$ cat config.mk
export PLATFORM = sky130hd
export DESIGN_NAME = cpg_top
export DESIGN_NICKNAME = d
export VERILOG_FILES = /design/src/logic/cpg_pkg.sv /design/src/logic/cpg_por_block.sv /design/src/logic/cpg_top.sv
export VERILOG_INCLUDE_DIRS = /design/src /design/src/logic
export SDC_FILE = /design/constraint.sdc
export NUM_CORES = 1
export LEC_CHECK = 0
export BUFFER_PORTS_ARGS = -buffer_cell sky130_fd_sc_hd__buf_2
export CAP_MARGIN = 25
export CORE_UTILIZATION = 57
export CTS_BUF_LIST = sky130_fd_sc_hd__clkbuf_8 sky130_fd_sc_hd__clkbuf_16
export DETAILED_ROUTE_END_ITERATION = 8
export PLACE_DENSITY = 0.9
export SLEW_MARGIN = 20
export SYNTH_ARGS = -nofsm -noshare
export SYNTH_HDL_FRONTEND = slang
export SYNTH_SLANG_ARGS = --single-unit
$ cat constraint.sdc
create_clock -name CLK -period 3.8 [get_ports CLK]
set_input_delay 0.76 -clock CLK [delete_from_list [all_inputs] [get_ports CLK]]
set_output_delay 0.76 -clock CLK [all_outputs]
set_load 0.005 [all_outputs]
$ cat src/logic/cpg_defines.svh
// Constants of the configuration port and global register bank
// Functional notes
// RQ1: A write of the entry key to the configuration port puts the device in the configuration state.
// RQ2: In the configuration state the index port sits at the configuration port and the data port one above it.
// RQ3: Writing index 0x07 then a number on the data port latches the selected logical device number.
// RQ4: Any index from 0x30 up is passed to the selected logical device for a data port read or write.
// RQ5: Global registers below 0x30 are reached whatever logical device is selected.
// RQ6: A write of the exit key to the configuration port returns to run and stops index and data decode.
// RQ7: Only run and configuration states exist, and run always accepts a correct entry key; the code ignores it on DMA cycles (AEN high).
// RQ8: Writing one to bit 0 of config control reloads only device select, power control and clock mask.
// RQ9: After the main power-on reset all host accesses are ignored for 500 us.
// RQ10: Device identifier and revision are fixed read-only values and writes to them do nothing.
// RQ11: A strap sampled at reset picks configuration port 0x03F0 when low and 0x0370 when high.
// RQ12: The two port address bytes relocate the configuration port for all later accesses.
// RQ13: Entering or leaving configuration leaves the logical device settings untouched.
// RQ14: Unimplemented global indices read as zero and ignore writes.
`ifndef CPG_DEFINES_SVH
`define CPG_DEFINES_SVH

`define CPG_KEY_ENTER      8'h55
`define CPG_KEY_EXIT       8'hAA
`define CPG_DATA_OFS       16'h0001
`define CPG_PORT_LOW_S0    8'hF0
`define CPG_PORT_LOW_S1    8'h70
`define CPG_PORT_HIGH_RST  8'h03
`define CPG_SOFT_RST_BIT   0

`define CPG_IDX_CTRL       8'h02
`define CPG_IDX_INDEX      8'h03
`define CPG_IDX_LDN        8'h07
`define CPG_IDX_DEV_ID     8'h20
`define CPG_IDX_DEV_REV    8'h21
`define CPG_IDX_PWR_CTL    8'h22
`define CPG_IDX_PWR_MGMT   8'h23
`define CPG_IDX_OSC        8'h24
`define CPG_IDX_PORT_LOW   8'h26
`define CPG_IDX_PORT_HIGH  8'h27
`define CPG_IDX_CLK_MASK   8'h28
`define CPG_IDX_TEST4      8'h2B
`define CPG_IDX_TEST5      8'h2C
`define CPG_IDX_TEST1      8'h2D
`define CPG_IDX_LD_FIRST   8'h30

`define CPG_RST_INDEX      8'h03
`define CPG_RST_ZERO       8'h00
`define CPG_RST_OSC        8'h04

`define CPG_BLOCK_TIME_US  500
`define CPG_CLK_MHZ        100

`endif

$ cat src/logic/cpg_pkg.sv
// Types shared by the configuration port logic
package cpg_pkg;

  typedef enum logic {
    CPG_RUN,
    CPG_CONFIG
  } cpg_mode_t;

  typedef struct packed {
    logic [15:0] addr;
    logic [7:0]  wdata;
    logic        iow_b;
    logic        ior_b;
    logic        aen;
  } cpg_isa_t;

  typedef struct packed {
    logic [7:0]  index;
    logic [7:0]  wdata;
    logic        wr;
    logic        rd;
  } cpg_ld_req_t;

  typedef struct packed {
    logic [7:0]  index_addr;
    logic [7:0]  selected_function_number;
    logic [7:0]  power_control;
    logic [7:0]  power_management;
    logic [7:0]  oscillator_control;
    logic [7:0]  port_addr_low_reg;
    logic [7:0]  port_addr_high_reg;
    logic [7:0]  clock_mask;
    logic [7:0]  test_reg_four;
    logic [7:0]  test_reg_five;
    logic [7:0]  test_reg_one;
  } cpg_glb_t;

  typedef struct packed {
    cpg_mode_t   mode;
    logic [7:0]  index;
    cpg_glb_t    glb;
    cpg_ld_req_t ld;
    logic        iow_q;
    logic        ior_q;
    logic        rd_drive;
    logic [7:0]  rd_data;
    logic        strap_pending;
  } cpg_state_t;

endpackage : cpg_pkg

$ cat src/logic/cpg_por_block.sv
// Host access blocking timer after main power-on reset
`timescale 1ns/1ns
module cpg_por_block #(
  parameter int BLOCK_CYCLES = 50000
) (
  input  wire logic CLK,
  input  wire logic RST_B,
  output logic      READY
);
  import cpg_pkg::*;

  localparam int CW = $clog2(BLOCK_CYCLES + 1);

  typedef struct packed {
    logic [CW-1:0] count;
    logic          ready;
  } cpg_por_state_t;

  cpg_por_state_t s;
  cpg_por_state_t next_s;

  // Count only after main power-on; host bus reset does not restart it
  always_comb begin
    next_s = s;
    if (!s.ready) begin
      next_s.count = s.count + CW'(1);
      if (s.count == CW'(BLOCK_CYCLES - 1)) begin
        next_s.ready = 1'b1; // [RQ9]
      end
    end
  end

  always_ff @(posedge CLK or negedge RST_B) begin
    if (!RST_B) begin
      s <= '0;
    end else begin
      s <= next_s;
    end
  end

  assign READY = s.ready;

endmodule : cpg_por_block

$ cat src/logic/cpg_top.sv
// Configuration port decoder and global configuration register bank
`timescale 1ns/1ns
`include "cpg_defines.svh"
module cpg_top #(
  // Block time in cycles, shortened in simulation
  parameter int         BLOCK_CYCLES = `CPG_BLOCK_TIME_US * `CPG_CLK_MHZ,
  // Arbitrary identification values
  parameter logic [7:0] DEVICE_IDENTIFIER    = 8'h5A,
  parameter logic [7:0] DEVICE_REV   = 8'h01
) (
  input  wire logic          CLK,
  input  wire logic          RST_B,
  input  wire logic          HOST_BUS_RESET_PIN,
  input  wire logic          SYSOPT_STRAP,
  input  wire cpg_pkg::cpg_isa_t ISA,
  output logic [7:0]         SD_OUT,
  output logic               SD_OE,
  input  wire logic [7:0]    LD_RDATA,
  output cpg_pkg::cpg_ld_req_t LD_REQ,
  output cpg_pkg::cpg_glb_t  GLOBAL,
  output logic               CONFIG_MODE,
  output logic               HOST_READY
);
  import cpg_pkg::*;

  //--------------------------------------------------------------
  // State
  //--------------------------------------------------------------
  cpg_state_t s;
  cpg_state_t next_s;
  logic       ready;
  logic [15:0] data_port;
  logic        hit_cfg;
  logic        hit_data;
  logic        wr_start;
  logic        rd_start;
  logic        in_cfg;
  logic        ld_index;

  //--------------------------------------------------------------
  // Power-on block timer
  //--------------------------------------------------------------
  cpg_por_block #(
    .BLOCK_CYCLES (BLOCK_CYCLES)
  ) u_por (
    .CLK   (CLK),
    .RST_B (RST_B),
    .READY (ready)
  );

  //--------------------------------------------------------------
  // Address decode
  //--------------------------------------------------------------
  // Decode follows the live base, so a relocation acts at once
  always_comb begin
    data_port = {s.glb.port_addr_high_reg, s.glb.port_addr_low_reg} + `CPG_DATA_OFS; // [RQ2]
    hit_cfg   = (ISA.addr == {s.glb.port_addr_high_reg, s.glb.port_addr_low_reg}); // [RQ12]
    hit_data  = (ISA.addr == data_port);
    in_cfg    = (s.mode == CPG_CONFIG);
    // Strobes taken on their falling edge, once per host cycle
    wr_start  = ready && s.iow_q && !ISA.iow_b && !ISA.aen; // [RQ9]
    rd_start  = ready && s.ior_q && !ISA.ior_b && !ISA.aen; // [RQ9]
    ld_index  = (s.index >= `CPG_IDX_LD_FIRST);
  end

  //--------------------------------------------------------------
  // Global register read mux
  //--------------------------------------------------------------
  function automatic logic [7:0] glb_read(
    input cpg_glb_t   g,
    input logic [7:0] idx
  );
    logic [7:0] v;
    v = `CPG_RST_ZERO;
    unique case (idx)
      `CPG_IDX_INDEX:     v = g.index_addr;
      `CPG_IDX_LDN:       v = g.selected_function_number;
      `CPG_IDX_DEV_ID:    v = DEVICE_IDENTIFIER;  // [RQ10]
      `CPG_IDX_DEV_REV:   v = DEVICE_REV; // [RQ10]
      `CPG_IDX_PWR_CTL:   v = g.power_control;
      `CPG_IDX_PWR_MGMT:  v = g.power_management;
      `CPG_IDX_OSC:       v = g.oscillator_control;
      `CPG_IDX_PORT_LOW:  v = g.port_addr_low_reg;
      `CPG_IDX_PORT_HIGH: v = g.port_addr_high_reg;
      `CPG_IDX_CLK_MASK:  v = g.clock_mask;
      `CPG_IDX_TEST4:     v = g.test_reg_four;
      `CPG_IDX_TEST5:     v = g.test_reg_five;
      `CPG_IDX_TEST1:     v = g.test_reg_one;
      // Config control is write-only and reads as zero
      default:            v = `CPG_RST_ZERO; // [RQ14]
    endcase
    return v;
  endfunction : glb_read

  //--------------------------------------------------------------
  // Global register write
  //--------------------------------------------------------------
  function automatic cpg_glb_t glb_write(
    input cpg_glb_t   g,
    input logic [7:0] idx,
    input logic [7:0] d
  );
    cpg_glb_t r;
    r = g;
    unique case (idx)
      `CPG_IDX_CTRL: begin
        // Soft reset touches only the three soft-reset registers
        if (d[`CPG_SOFT_RST_BIT]) begin
          r.selected_function_number = `CPG_RST_ZERO; // [RQ8]
          r.power_control            = `CPG_RST_ZERO; // [RQ8]
          r.clock_mask               = `CPG_RST_ZERO; // [RQ8]
        end
      end
      `CPG_IDX_INDEX:     r.index_addr               = d;
      `CPG_IDX_LDN:       r.selected_function_number = d; // [RQ3]
      `CPG_IDX_PWR_CTL:   r.power_control            = d;
      `CPG_IDX_PWR_MGMT:  r.power_management         = d;
      `CPG_IDX_OSC:       r.oscillator_control       = d;
      `CPG_IDX_PORT_LOW:  r.port_addr_low_reg        = d; // [RQ12]
      `CPG_IDX_PORT_HIGH: r.port_addr_high_reg       = d; // [RQ12]
      `CPG_IDX_CLK_MASK:  r.clock_mask               = d;
      `CPG_IDX_TEST4:     r.test_reg_four            = d;
      `CPG_IDX_TEST5:     r.test_reg_five            = d;
      `CPG_IDX_TEST1:     r.test_reg_one             = d;
      // Identifier, revision and holes keep their value
      default:            r = g; // [RQ10] [RQ14]
    endcase
    return r;
  endfunction : glb_write

  //--------------------------------------------------------------
  // Next state
  //--------------------------------------------------------------
  always_comb begin
    next_s        = s;
    next_s.ld.wr  = 1'b0;
    next_s.ld.rd  = 1'b0;
    next_s.iow_q  = ISA.iow_b;
    next_s.ior_q  = ISA.ior_b;

    // Strap taken on the first edge after any reset
    if (s.strap_pending) begin
      next_s.strap_pending          = 1'b0;
      next_s.glb.port_addr_high_reg = `CPG_PORT_HIGH_RST;
      next_s.glb.port_addr_low_reg  = SYSOPT_STRAP ? `CPG_PORT_LOW_S1 : `CPG_PORT_LOW_S0; // [RQ11]
    end

    // Configuration port writes: keys and index
    if (wr_start && hit_cfg && !s.strap_pending) begin
      unique case (s.mode)
        CPG_RUN: begin
          // Anything but the entry key is ignored in run
          if (ISA.wdata == `CPG_KEY_ENTER) begin
            next_s.mode = CPG_CONFIG; // [RQ1] [RQ7]
          end
        end
        CPG_CONFIG: begin
          // The exit key cannot be used as an index
          if (ISA.wdata == `CPG_KEY_EXIT) begin
            next_s.mode = CPG_RUN; // [RQ6] [RQ13]
          end else begin
            next_s.index = ISA.wdata; // [RQ2]
          end
        end
      endcase
    end

    // Data port writes
    if (wr_start && hit_data && in_cfg && !s.strap_pending) begin // [RQ6]
      if (ld_index) begin
        next_s.ld.wr    = 1'b1; // [RQ4]
        next_s.ld.index = s.index;
        next_s.ld.wdata = ISA.wdata;
      end else begin
        next_s.glb = glb_write(s.glb, s.index, ISA.wdata); // [RQ5]
      end
    end

    // Read drive holds while the read strobe is low
    next_s.rd_drive = ready && in_cfg && !ISA.ior_b && !ISA.aen && (hit_cfg || hit_data); // [RQ2] [RQ6]

    if (rd_start && in_cfg && hit_cfg) begin
      next_s.rd_data = s.index;
    end

    if (rd_start && in_cfg && hit_data) begin
      if (ld_index) begin
        // Device answers one cycle later; data captured then
        next_s.ld.rd    = 1'b1; // [RQ4]
        next_s.ld.index = s.index;
      end else begin
        next_s.rd_data = glb_read(s.glb, s.index); // [RQ5]
      end
    end

    // Capture the logical device's answer
    if (s.ld.rd) begin
      next_s.rd_data = LD_RDATA; // [RQ4]
    end

    // Host bus reset: hard-reset values, test registers kept
    if (HOST_BUS_RESET_PIN) begin
      next_s.mode                         = CPG_RUN;
      next_s.index                        = `CPG_RST_ZERO;
      next_s.ld                           = '0;
      next_s.rd_drive                     = 1'b0;
      next_s.rd_data                      = `CPG_RST_ZERO;
      next_s.strap_pending                = 1'b1; // [RQ11]
      next_s.glb.index_addr               = `CPG_RST_INDEX;
      next_s.glb.selected_function_number = `CPG_RST_ZERO;
      next_s.glb.power_control            = `CPG_RST_ZERO;
      next_s.glb.power_management         = `CPG_RST_ZERO;
      next_s.glb.oscillator_control       = `CPG_RST_OSC;
      next_s.glb.clock_mask               = `CPG_RST_ZERO;
    end
  end

  //--------------------------------------------------------------
  // State register
  //--------------------------------------------------------------
  // Reset port base is the strap-low value until the strap loads
  always_ff @(posedge CLK or negedge RST_B) begin
    if (!RST_B) begin
      s.mode                         <= CPG_RUN;
      s.index                        <= `CPG_RST_ZERO;
      s.ld                           <= '0;
      s.iow_q                        <= 1'b1;
      s.ior_q                        <= 1'b1;
      s.rd_drive                     <= 1'b0;
      s.rd_data                      <= `CPG_RST_ZERO;
      s.strap_pending                <= 1'b1;
      s.glb.index_addr               <= `CPG_RST_INDEX;
      s.glb.selected_function_number <= `CPG_RST_ZERO;
      s.glb.power_control            <= `CPG_RST_ZERO;
      s.glb.power_management         <= `CPG_RST_ZERO;
      s.glb.oscillator_control       <= `CPG_RST_OSC;
      s.glb.port_addr_low_reg        <= `CPG_PORT_LOW_S0;
      s.glb.port_addr_high_reg       <= `CPG_PORT_HIGH_RST;
      s.glb.clock_mask               <= `CPG_RST_ZERO;
      s.glb.test_reg_four            <= `CPG_RST_ZERO;
      s.glb.test_reg_five            <= `CPG_RST_ZERO;
      s.glb.test_reg_one             <= `CPG_RST_ZERO;
    end else begin
      s <= next_s;
    end
  end

  //--------------------------------------------------------------
  // Outputs
  //--------------------------------------------------------------
  // Logical device settings never depend on the mode
  assign GLOBAL      = s.glb; // [RQ13]
  assign LD_REQ      = s.ld;
  assign SD_OUT      = s.rd_data;
  assign SD_OE       = s.rd_drive;
  assign CONFIG_MODE = in_cfg;
  assign HOST_READY  = ready;

endmodule : cpg_top

# [Word-level counts from Yosys, hierarchy flattened]
# Index checks and enable logic that the tools add are counted.
[totals] regBits=144 in_bits=39 word_cells=136
[op_classes] n_addsub=2 order_cmp=1 n_eq_ne=24 muxes=39 bitwise_logic=2 n_reduce_logical=44
[ops] operator="$mux W8" count=19
[ops] operator="$mux W105" count=1
[ops] operator="$pmux W8 S13" count=1
[ops] operator="$eq A8 B6 Y1 const B" count=11
[ops] operator="$mux W88" count=1
[ops] operator="$mux W49" count=1
[ops] operator="$pmux W8 S2" count=3
[ops] operator="$add A16 B1 Y16 const B" count=2
[ops] operator="$eq A16 B16 Y1" count=2
[ops] operator="$mux W16" count=2
[ops] operator="$reduce_and A3 Y1" count=7
[ops] operator="$logic_and A1 B1 Y1" count=18
[ops] operator="$mux W18" count=1
[ops] operator="$mux W17" count=1
[ops] operator="$eq A16 B16 Y1 const B" count=1
[ops] operator="$eq A8 B2 Y1 const B" count=2
[ops] operator="$reduce_bool A2 Y1" count=7
[ops] operator="$reduce_and A4 Y1" count=3
[ops] operator="$mux W10" count=1
[ops] operator="$mux W9" count=1
[ops] operator="$reduce_bool A3 Y1" count=3
[ops] operator="$eq A8 B3 Y1 const B" count=1
[ops] operator="$eq A8 B7 Y1 const B" count=1
[ops] operator="$eq A8 B8 Y1 const B" count=1
[ops] operator="other kinds (10)" count=21

# [Longest topological paths before layout]
# Gate-level depths: netlist of the first run.
[depth] ltp_word=10 depth_mapped=10

# [Cells and area by module]
# A second synthesis of the first run with hierarchy kept.
[unflattened] cells_unflattened=877 area_unflattened_um2=8595.7
[by_module_without_submodules] module="cpg_top" n_inst=1 cells_each=812 area_per_inst_um2=7790.0
[by_module_without_submodules] module="cpg_por_block" n_inst=1 cells_each=65 area_per_inst_um2=805.8

# [Least setup slack after synthesis of the first run]
# OpenSTA, ideal clock, no wires.
[synth_timing] kind="register to register" startpoint="reg s (netlist bit GLOBAL[32])" endpoint="reg s (netlist bit GLOBAL[12])" setup_ps=125 arrival_time_ps=2703 required_ps=3675 setup_slack_ps=972 path_stages_with_launch=9 period_less_slack_ps=2828 path_cell_list="dfstp_2 -> buf_2 -> nand4_4 -> or4_1 -> nor3_1 -> o2111a_2 -> nand4_4 -> nor4_4 -> mux2_2"
[synth_via] elab_chain_len=6
[synth_lines] item="from (decl)" line="cpg_top.sv:29" source="cpg_state_t s;"
[synth_lines] item="from (signal assigned)" line="cpg_top.sv:244" source="s <= next_s;"
[synth_lines] item="$add A16 B1 Y16 (no source line)"
[synth_lines] item="$eq A16 B16 Y1" line="cpg_top.sv:58" source="hit_data = (ISA.addr == data_port);"
[synth_lines] item="$logic_and A1 B1 Y1 (3 in a row)" line="cpg_top.sv:169" source="if (wr_start && hit_data && in_cfg && !s.strap_pending) begin"
[synth_lines] item="$reduce_and A3 Y1 (no source line)"
# Every way passes these cells.
# A chain may end at the register's enable or synchronous reset.

# [Worst setup path in the final report of the first run]
[layout_timing] startpoint="reg s (netlist bit GLOBAL[42])" endpoint="reg s (netlist bit GLOBAL[8])"
# Same word-level chain as after synthesis.

==> results.json, run 1 <==
{
  "drv_slew": 0,
  "crit_start": "GLOBAL[42]$_DFFE_PN0P_",
  "fin_area_um2": 9340,
  "cts_hold_buffers": 0,
  "placed_area_um2": 8760,
  "ir_drop_uv": 213,
  "die_h_um": 125,
  "grt_pass1_wl_um": 38700,
  "netlist_top_cells_area": "dfrtp_1 38%, buf_4 10%, mux2i_1 9.0%, mux2_2 4.5%, dfstp_2 3.6%",
  "swShare_pct": 24.0,
  "cts_setup_buffers": 0,
  "p_leak_uw": 0.00478,
  "slew_headroom_pct": 40.4,
  "portBuffers": 155,
  "grt_max_degree": 74,
  "via_per_inst": 6.45,
  "synth.avg_cell_area_um2": 10.1,
  "cts.sinks": 144,
  "drc_errors": 13,
  "worstPathRequired_ps": 4110,
  "yosysUniqueCellTypes": 59,
  "switchingPower_uw": 806,
  "synth_ff_type": "dfrtp_1",
  "ant_nets": 0,
  "diodes": 0,
  "place_inst": 1051,
  "first_global_vias": 6779,
  "status": "finished with violations",
  "cts_made_buffers": 17,
  "r2r-start": "GLOBAL[42]$_DFFE_PN0P_",
  "ctsLongestPathBuffers": 2,
  "yosysMostFrequentCell": "dfrtp_1",
  "drive_gt1_share_pct": 29.4,
  "pin_count": 156,
  "nets": 927,
  "fill_cells": 1210,
  "p_comb_share_pct": 4.7,
  "synth_edf_count": 0,
  "clk_pin_slew_ps": 60,
  "root_buffer": "clkbuf_16",
  "violations": "DRC",
  "fin_crit_sh_pct": 84.7,
  "syn_area_um2": 8670,
  "rsz0062_at_grt": "no",
  "clkLatencyLatePin_ps": 420,
  "htree_levels": 4,
  "hold_path_class": "in -> async",
  "crit_fanout": 9,
  "fin_tns_setup_ps": 0,
  "grt_overflow": 0,
  "die_area_um2": 15700,
  "track_usage_pct": 32.4,
  "p_seq_share_pct": 46.0,
  "start_util_pct": 59.0,
  "p_int_uw": 2560,
  "ys_seq_area_share_pct": 41.7,
  "vias": 6990,
  "tightest_slew_ps": 890,
  "ys_warn_count": 0,
  "finalClockSkew_ps": 7.04,
  "grt_antenna_before_repair": 0,
  "synth_common_cells": "132 x dfrtp_1, 116 x buf_4, 78 x mux2i_1, 63 x nor2_1, 38 x nand2b_1",
  "netlist_instances": 858,
  "end_kind": "flop",
  "synth_top_area_share_pct": 38.1,
  "worstPathArrival_ps": 3520,
  "dr.pass1.iters": 9,
  "die_x_um": 125,
  "synth_seq_cells": 144,
  "core-area_um2": 14700,
  "fmax_ghz": 0.311,
  "wl_per_cell_um": 23.1,
  "cts_tree": "built",
  "post_cts_resized": 0,
  "total_power_uw": 3360,
  "drtIter0Drc": 777,
  "gp_congestion": 0.977,
  "area_delta_synth_final_pct": 7.81,
  "syn_nets": 899,
  "setup_violations": 0,
  "routed_wl_um": 25100,
  "synthArstFlopShare_pct": 100,
  "place_hpwl_um": 17600,
  "final-hold-violation-count": 0,
  "rows": 44,
  "min_period_ps": 3220,
  "yosys.area.top_type": "dfrtp_1",
  "cellPowerDensity_nw_per_um2": 360,
  "clkPwrFrac_pct": 49.3,
  "startpoint_type": "flop",
  "final_cells": 1083,
  "critPathKind": "reg -> reg",
  "drv_cap": 0
}
-- power groups by stage --
| stage | sequential, µW | combinational, µW | clock, µW |
|---|---|---|---|
| final | 1550 | 157 | 1660 |
| after floorplan | 1570 | 70.1 | 0 |
| after detailed placement | 1570 | 154 | 0 |
| after CTS | 1550 | 155 | 1660 |
| after global routing | 1550 | 171 | 1740 |
| after global placement | 1570 | 152 | 0 |
-- layer usage --
metal	part of all wire (%)	track usage, %	vias to the layer above
met4	3.0	12.8	0
met1	41	44.0	3436
met5	0	0	-
li1	-	-	3031
met2	47	50.9	453
met3	9.6	6.76	70
-- critical path: stages (launching register included) --
cell and delay [ps]:
dfrtp_1 590, nand3_1 300, or3_1 420, a211o_1 300, nand3_1 210, nand4_4 210, nor4_4 640, mux2_2 420
-- final cells by class --
| cell class | instances | area [µm²] | share of cell area (%) |
|---|---|---|---|
| flip-flops and latches | 144 | 3620 | 38.7 |
| repair buffers | 171 | 915 | 9.79 |
| well taps | 184 | 230 | 2.46 |
| clock inverters | 15 | 160 | 1.71 |
| clock buffers | 17 | 425 | 4.55 |
| multi-input cells | 543 | 3960 | 42.4 |
| inverters | 9 | 33.8 | 0.362 |
-- layout by cell type, fill, tap and decap left out, types with 20 or more instances in the layout --
cell      instances
a21oi_1          20
a22o_1           25
buf_2           154
dfrtp_1         132
mux2_2           35
mux2i_1          78
nand2_1          31
nand2b_1         38
nand3_1          26
nor2_1           63
-- path summary, 6_finish.rpt --
check,slack (ps),depth (start not counted),end
max reg2reg,580,7,GLOBAL[8]$_DFFE_PN0P_
min in group CLK,440,1,s[10]$_DFF_PN1_
min,340,1,u_por.s[1]$_DFFE_PN0N_
max in group asynchronous,2610,2,GLOBAL[50]$_DFFE_PN1P_
max,580,7,GLOBAL[8]$_DFFE_PN0P_
min reg2reg,470,1,u_por.s[16]$_DFFE_PN0N_
-- cells by family after synthesis --
group | after synthesis | share of synthesized area (%)
flops | 144 | 41.7
mux | 113 | 13.6
simple gates | 269 | 18.0
compound gates | 124 | 10.3
fa+ha+maj | 2 | 0.289
buf+inv | 171 | 12.6
xor+xnor | 35 | 3.54
-- metrics by stage --
step                      hold WS (ps)  util [%]  setup slack (ps)
final                              341      63.6               580
after CTS                          373      63.6               630
after detailed placement           475      59.6               603
after global placement             461      59.6               652
after global routing               403      63.6               493
after floorplan                    438         -               972
-- flip-flops by register name, summed over array words and instances (netlist names) --
signal,count
GLOBAL,88
LD_REQ,18
u_por.s,16
s,11
SD_OUT,8
CONFIG_MODE,1
SD_OE,1
u_por.READY,1
Power figures use the tool's default switching activity.
==> run 2: changes to the inputs <==
- CORE_UTILIZATION: 57 -> 51
- PLACE_DENSITY: 0.9 -> 0.86
- clock period: 3.8 -> 2.7 ns (I/O delays scaled with it)
==> run 2 against run 1 <==
The flow finishes with violations (setup timing); fmax is 11% higher; flip-flop and latch count stayed put; combinational power is 71% higher; cell count is 11% higher; worst hold slack worse by 240 ps; non-clock buffer count is 83 higher; clock-buffer cell count stayed put; clock power is 50% higher; total power is 47% higher; clock skew is 4.1 ps higher; critical endpoint is now LD_REQ[13]$_DFF_PN0_.
==> results.json, run 2 (synthesis results as in run 1) <==
{
  "rr_endpoint": "LD_REQ[13]$_DFF_PN0_",
  "routed_wl_um": 26500,
  "status": "finished with violations",
  "final-hold-violation-count": 0,
  "final_common_cell": "buf_2",
  "cellPowerDensity_nw_per_um2": 473,
  "drc_errors": 0,
  "ff2ff_path_depth": 10,
  "utilization_pct": 62.8,
  "cts_made_buffers": 17,
  "track_usage_pct": 30.0,
  "worstPathRequired_ps": 3000,
  "finalClockSkew_ps": 11.1,
  "tightest_slew_ps": 802,
  "drv_slew": 0,
  "root_buffer": "clkbuf_16",
  "fin_tns_setup_ps": -5770,
  "placed_area_um2": 9360,
  "final_cell_mix": "156 x buf_2, 131 x dfrtp_1, 80 x buf_4, 76 x mux2i_1, 62 x nor2_1",
  "diodes": 0,
  "p_comb_share_pct": 5.4,
  "clkPwrFrac_pct": 50.5,
  "htree_levels": 4,
  "setup_violations": 81,
  "core-area_um2": 16600,
  "rows": 47,
  "fin_area_um2": 10400,
  "cts_hold_buffers": 0,
  "die_x_um": 132,
  "grt_overflow": 0,
  "end_kind": "flop",
  "rsz0062_at_grt": "yes",
  "clkLatencyLatePin_ps": 430,
  "worstPathArrival_ps": 3190,
  "fin_crit_sh_pct": 107,
  "hold_path_class": "in -> async",
  "switchingPower_uw": 1190,
  "place_hpwl_um": 19000,
  "ctsLongestPathBuffers": 2,
  "finalHoldWorstSlack_ps": 96.5,
  "gp_congestion": 0.992,
  "pin_count": 156,
  "dr.pass1.iters": 5,
  "drv_cap": 0,
  "grt_max_degree": 60,
  "p_leak_uw": 0.00529,
  "cts.sinks": 144,
  "p_seq_share_pct": 44.0,
  "wl_per_cell_um": 22.0,
  "violations": "setup timing",
  "min_period_ps": 2890,
  "start_util_pct": 52.3,
  "first_global_vias": 6971,
  "via_per_inst": 6.00,
  "vias": 7206,
  "die_h_um": 132,
  "swShare_pct": 24.2,
  "cts_tree": "built",
  "clk_pin_slew_ps": 70,
  "ir_drop_uv": 448,
  "slew_headroom_pct": 46.3,
  "die_area_um2": 17500,
  "crit_fanout": 7,
  "startpoint_type": "flop",
  "p_int_uw": 3740,
  "critPathKind": "reg -> reg",
  "fill_cells": 1310,
  "r2r_slack_ps": -190,
  "grt_antenna_before_repair": 1,
  "area_delta_synth_final_pct": 20.3,
  "grt_pass1_wl_um": 39800,
  "drive_gt1_share_pct": 38.4,
  "fin_ws_ps": -193,
  "ant_nets": 0,
  "total_power_uw": 4930,
  "portBuffers": 155,
  "largest_reg_flops": 88,
  "r2r-start": "GLOBAL[47]$_DFFE_PN1P_",
  "drtIter0Drc": 745,
  "nets": 1010,
  "fmax_ghz": 0.346
}
==> run 2: cell types whose count changed in the layout (fill, tap and decap cells not counted), moves of 4 or more <==
cell and delta:
buf_4 +65, o31ai_2 +6, buf_6 +12, mux2_4 +24, o31ai_1 -6, mux2_2 -24, clkinvlp_4 -4
==> run 2: routing by layer <==
layer / track usage (%) / vias up / share of wire [%]
li1: - / 3197 / -
met1: 40.3 / 3492 / 41
met2: 47.4 / 450 / 47
met3: 6.42 / 65 / 8.6
met4: 11.3 / 2 / 3.2
met5: 0 / - / 0.034
==> run 2: how the worst max path moves through the flow <==
stage,start,end,slack [ps]
after CTS,GLOBAL[47]$_DFFE_PN1P_,GLOBAL[11]$_DFFE_PN0P_,-120
after floorplan,GLOBAL[33]$_DFFE_PN1P_,GLOBAL[12]$_DFFE_PN0P_,-70
after detailed placement,ISA[21],GLOBAL[27]$_DFFE_PN0P_,-160
after global routing,GLOBAL[47]$_DFFE_PN1P_,GLOBAL[11]$_DFFE_PN0P_,-250
final,GLOBAL[47]$_DFFE_PN1P_,LD_REQ[13]$_DFF_PN0_,-190
after global placement,ISA[21],GLOBAL[24]$_DFFE_PN0P_,-90
==> run 2: through the flow <==
step | setup slack, ps | std cells
finish | -193 | 1202
detailed placement | -163 | 1153
floorplan | -70.8 | 858
global route | -251 | 1202
CTS | -118 | 1187
global placement | -90.8 | 1153
==> run 2: worst max-delay path, stage by stage, from the launching register on <==
cell      delay, ps
dfstp_2         610
nand4_4         100
or4_4           530
nor3_2          160
o2111a_2        260
nand4_4         200
buf_4           210
buf_12          140
buf_2           170
o31ai_1         270
a21oi_1         120
==> run 2: layout make-up <==
| class | instances | area (µm²) | share of cell area (%) |
|---|---|---|---|
| multi-input combinational | 543 | 4250 | 40.8 |
| sequential | 144 | 3620 | 34.7 |
| timing repair buffer | 254 | 1620 | 15.6 |
| clock buffer | 17 | 425 | 4.08 |
| tap | 220 | 275 | 2.64 |
| clock inverter | 15 | 198 | 1.90 |
| inverter | 9 | 33.8 | 0.324 |
==> run 2: power by group through the flow <==
stage	clock network [µW]	registers (µW)	logic, µW
finish	2490	2170	268
global route	2590	2170	289
CTS	2500	2170	252
detailed placement	0	2210	248
global placement	0	2210	245
floorplan	0	2210	99.2
==> run 2: repair_timing <==
action / 4_1_cts / 5_1_grt
pin swaps: 1 / 17
buffers inserted: 2 / 13
cloned: 0 / 2
resized for setup: 17 / 57
endpoints found under the setup margin: 80 / 107
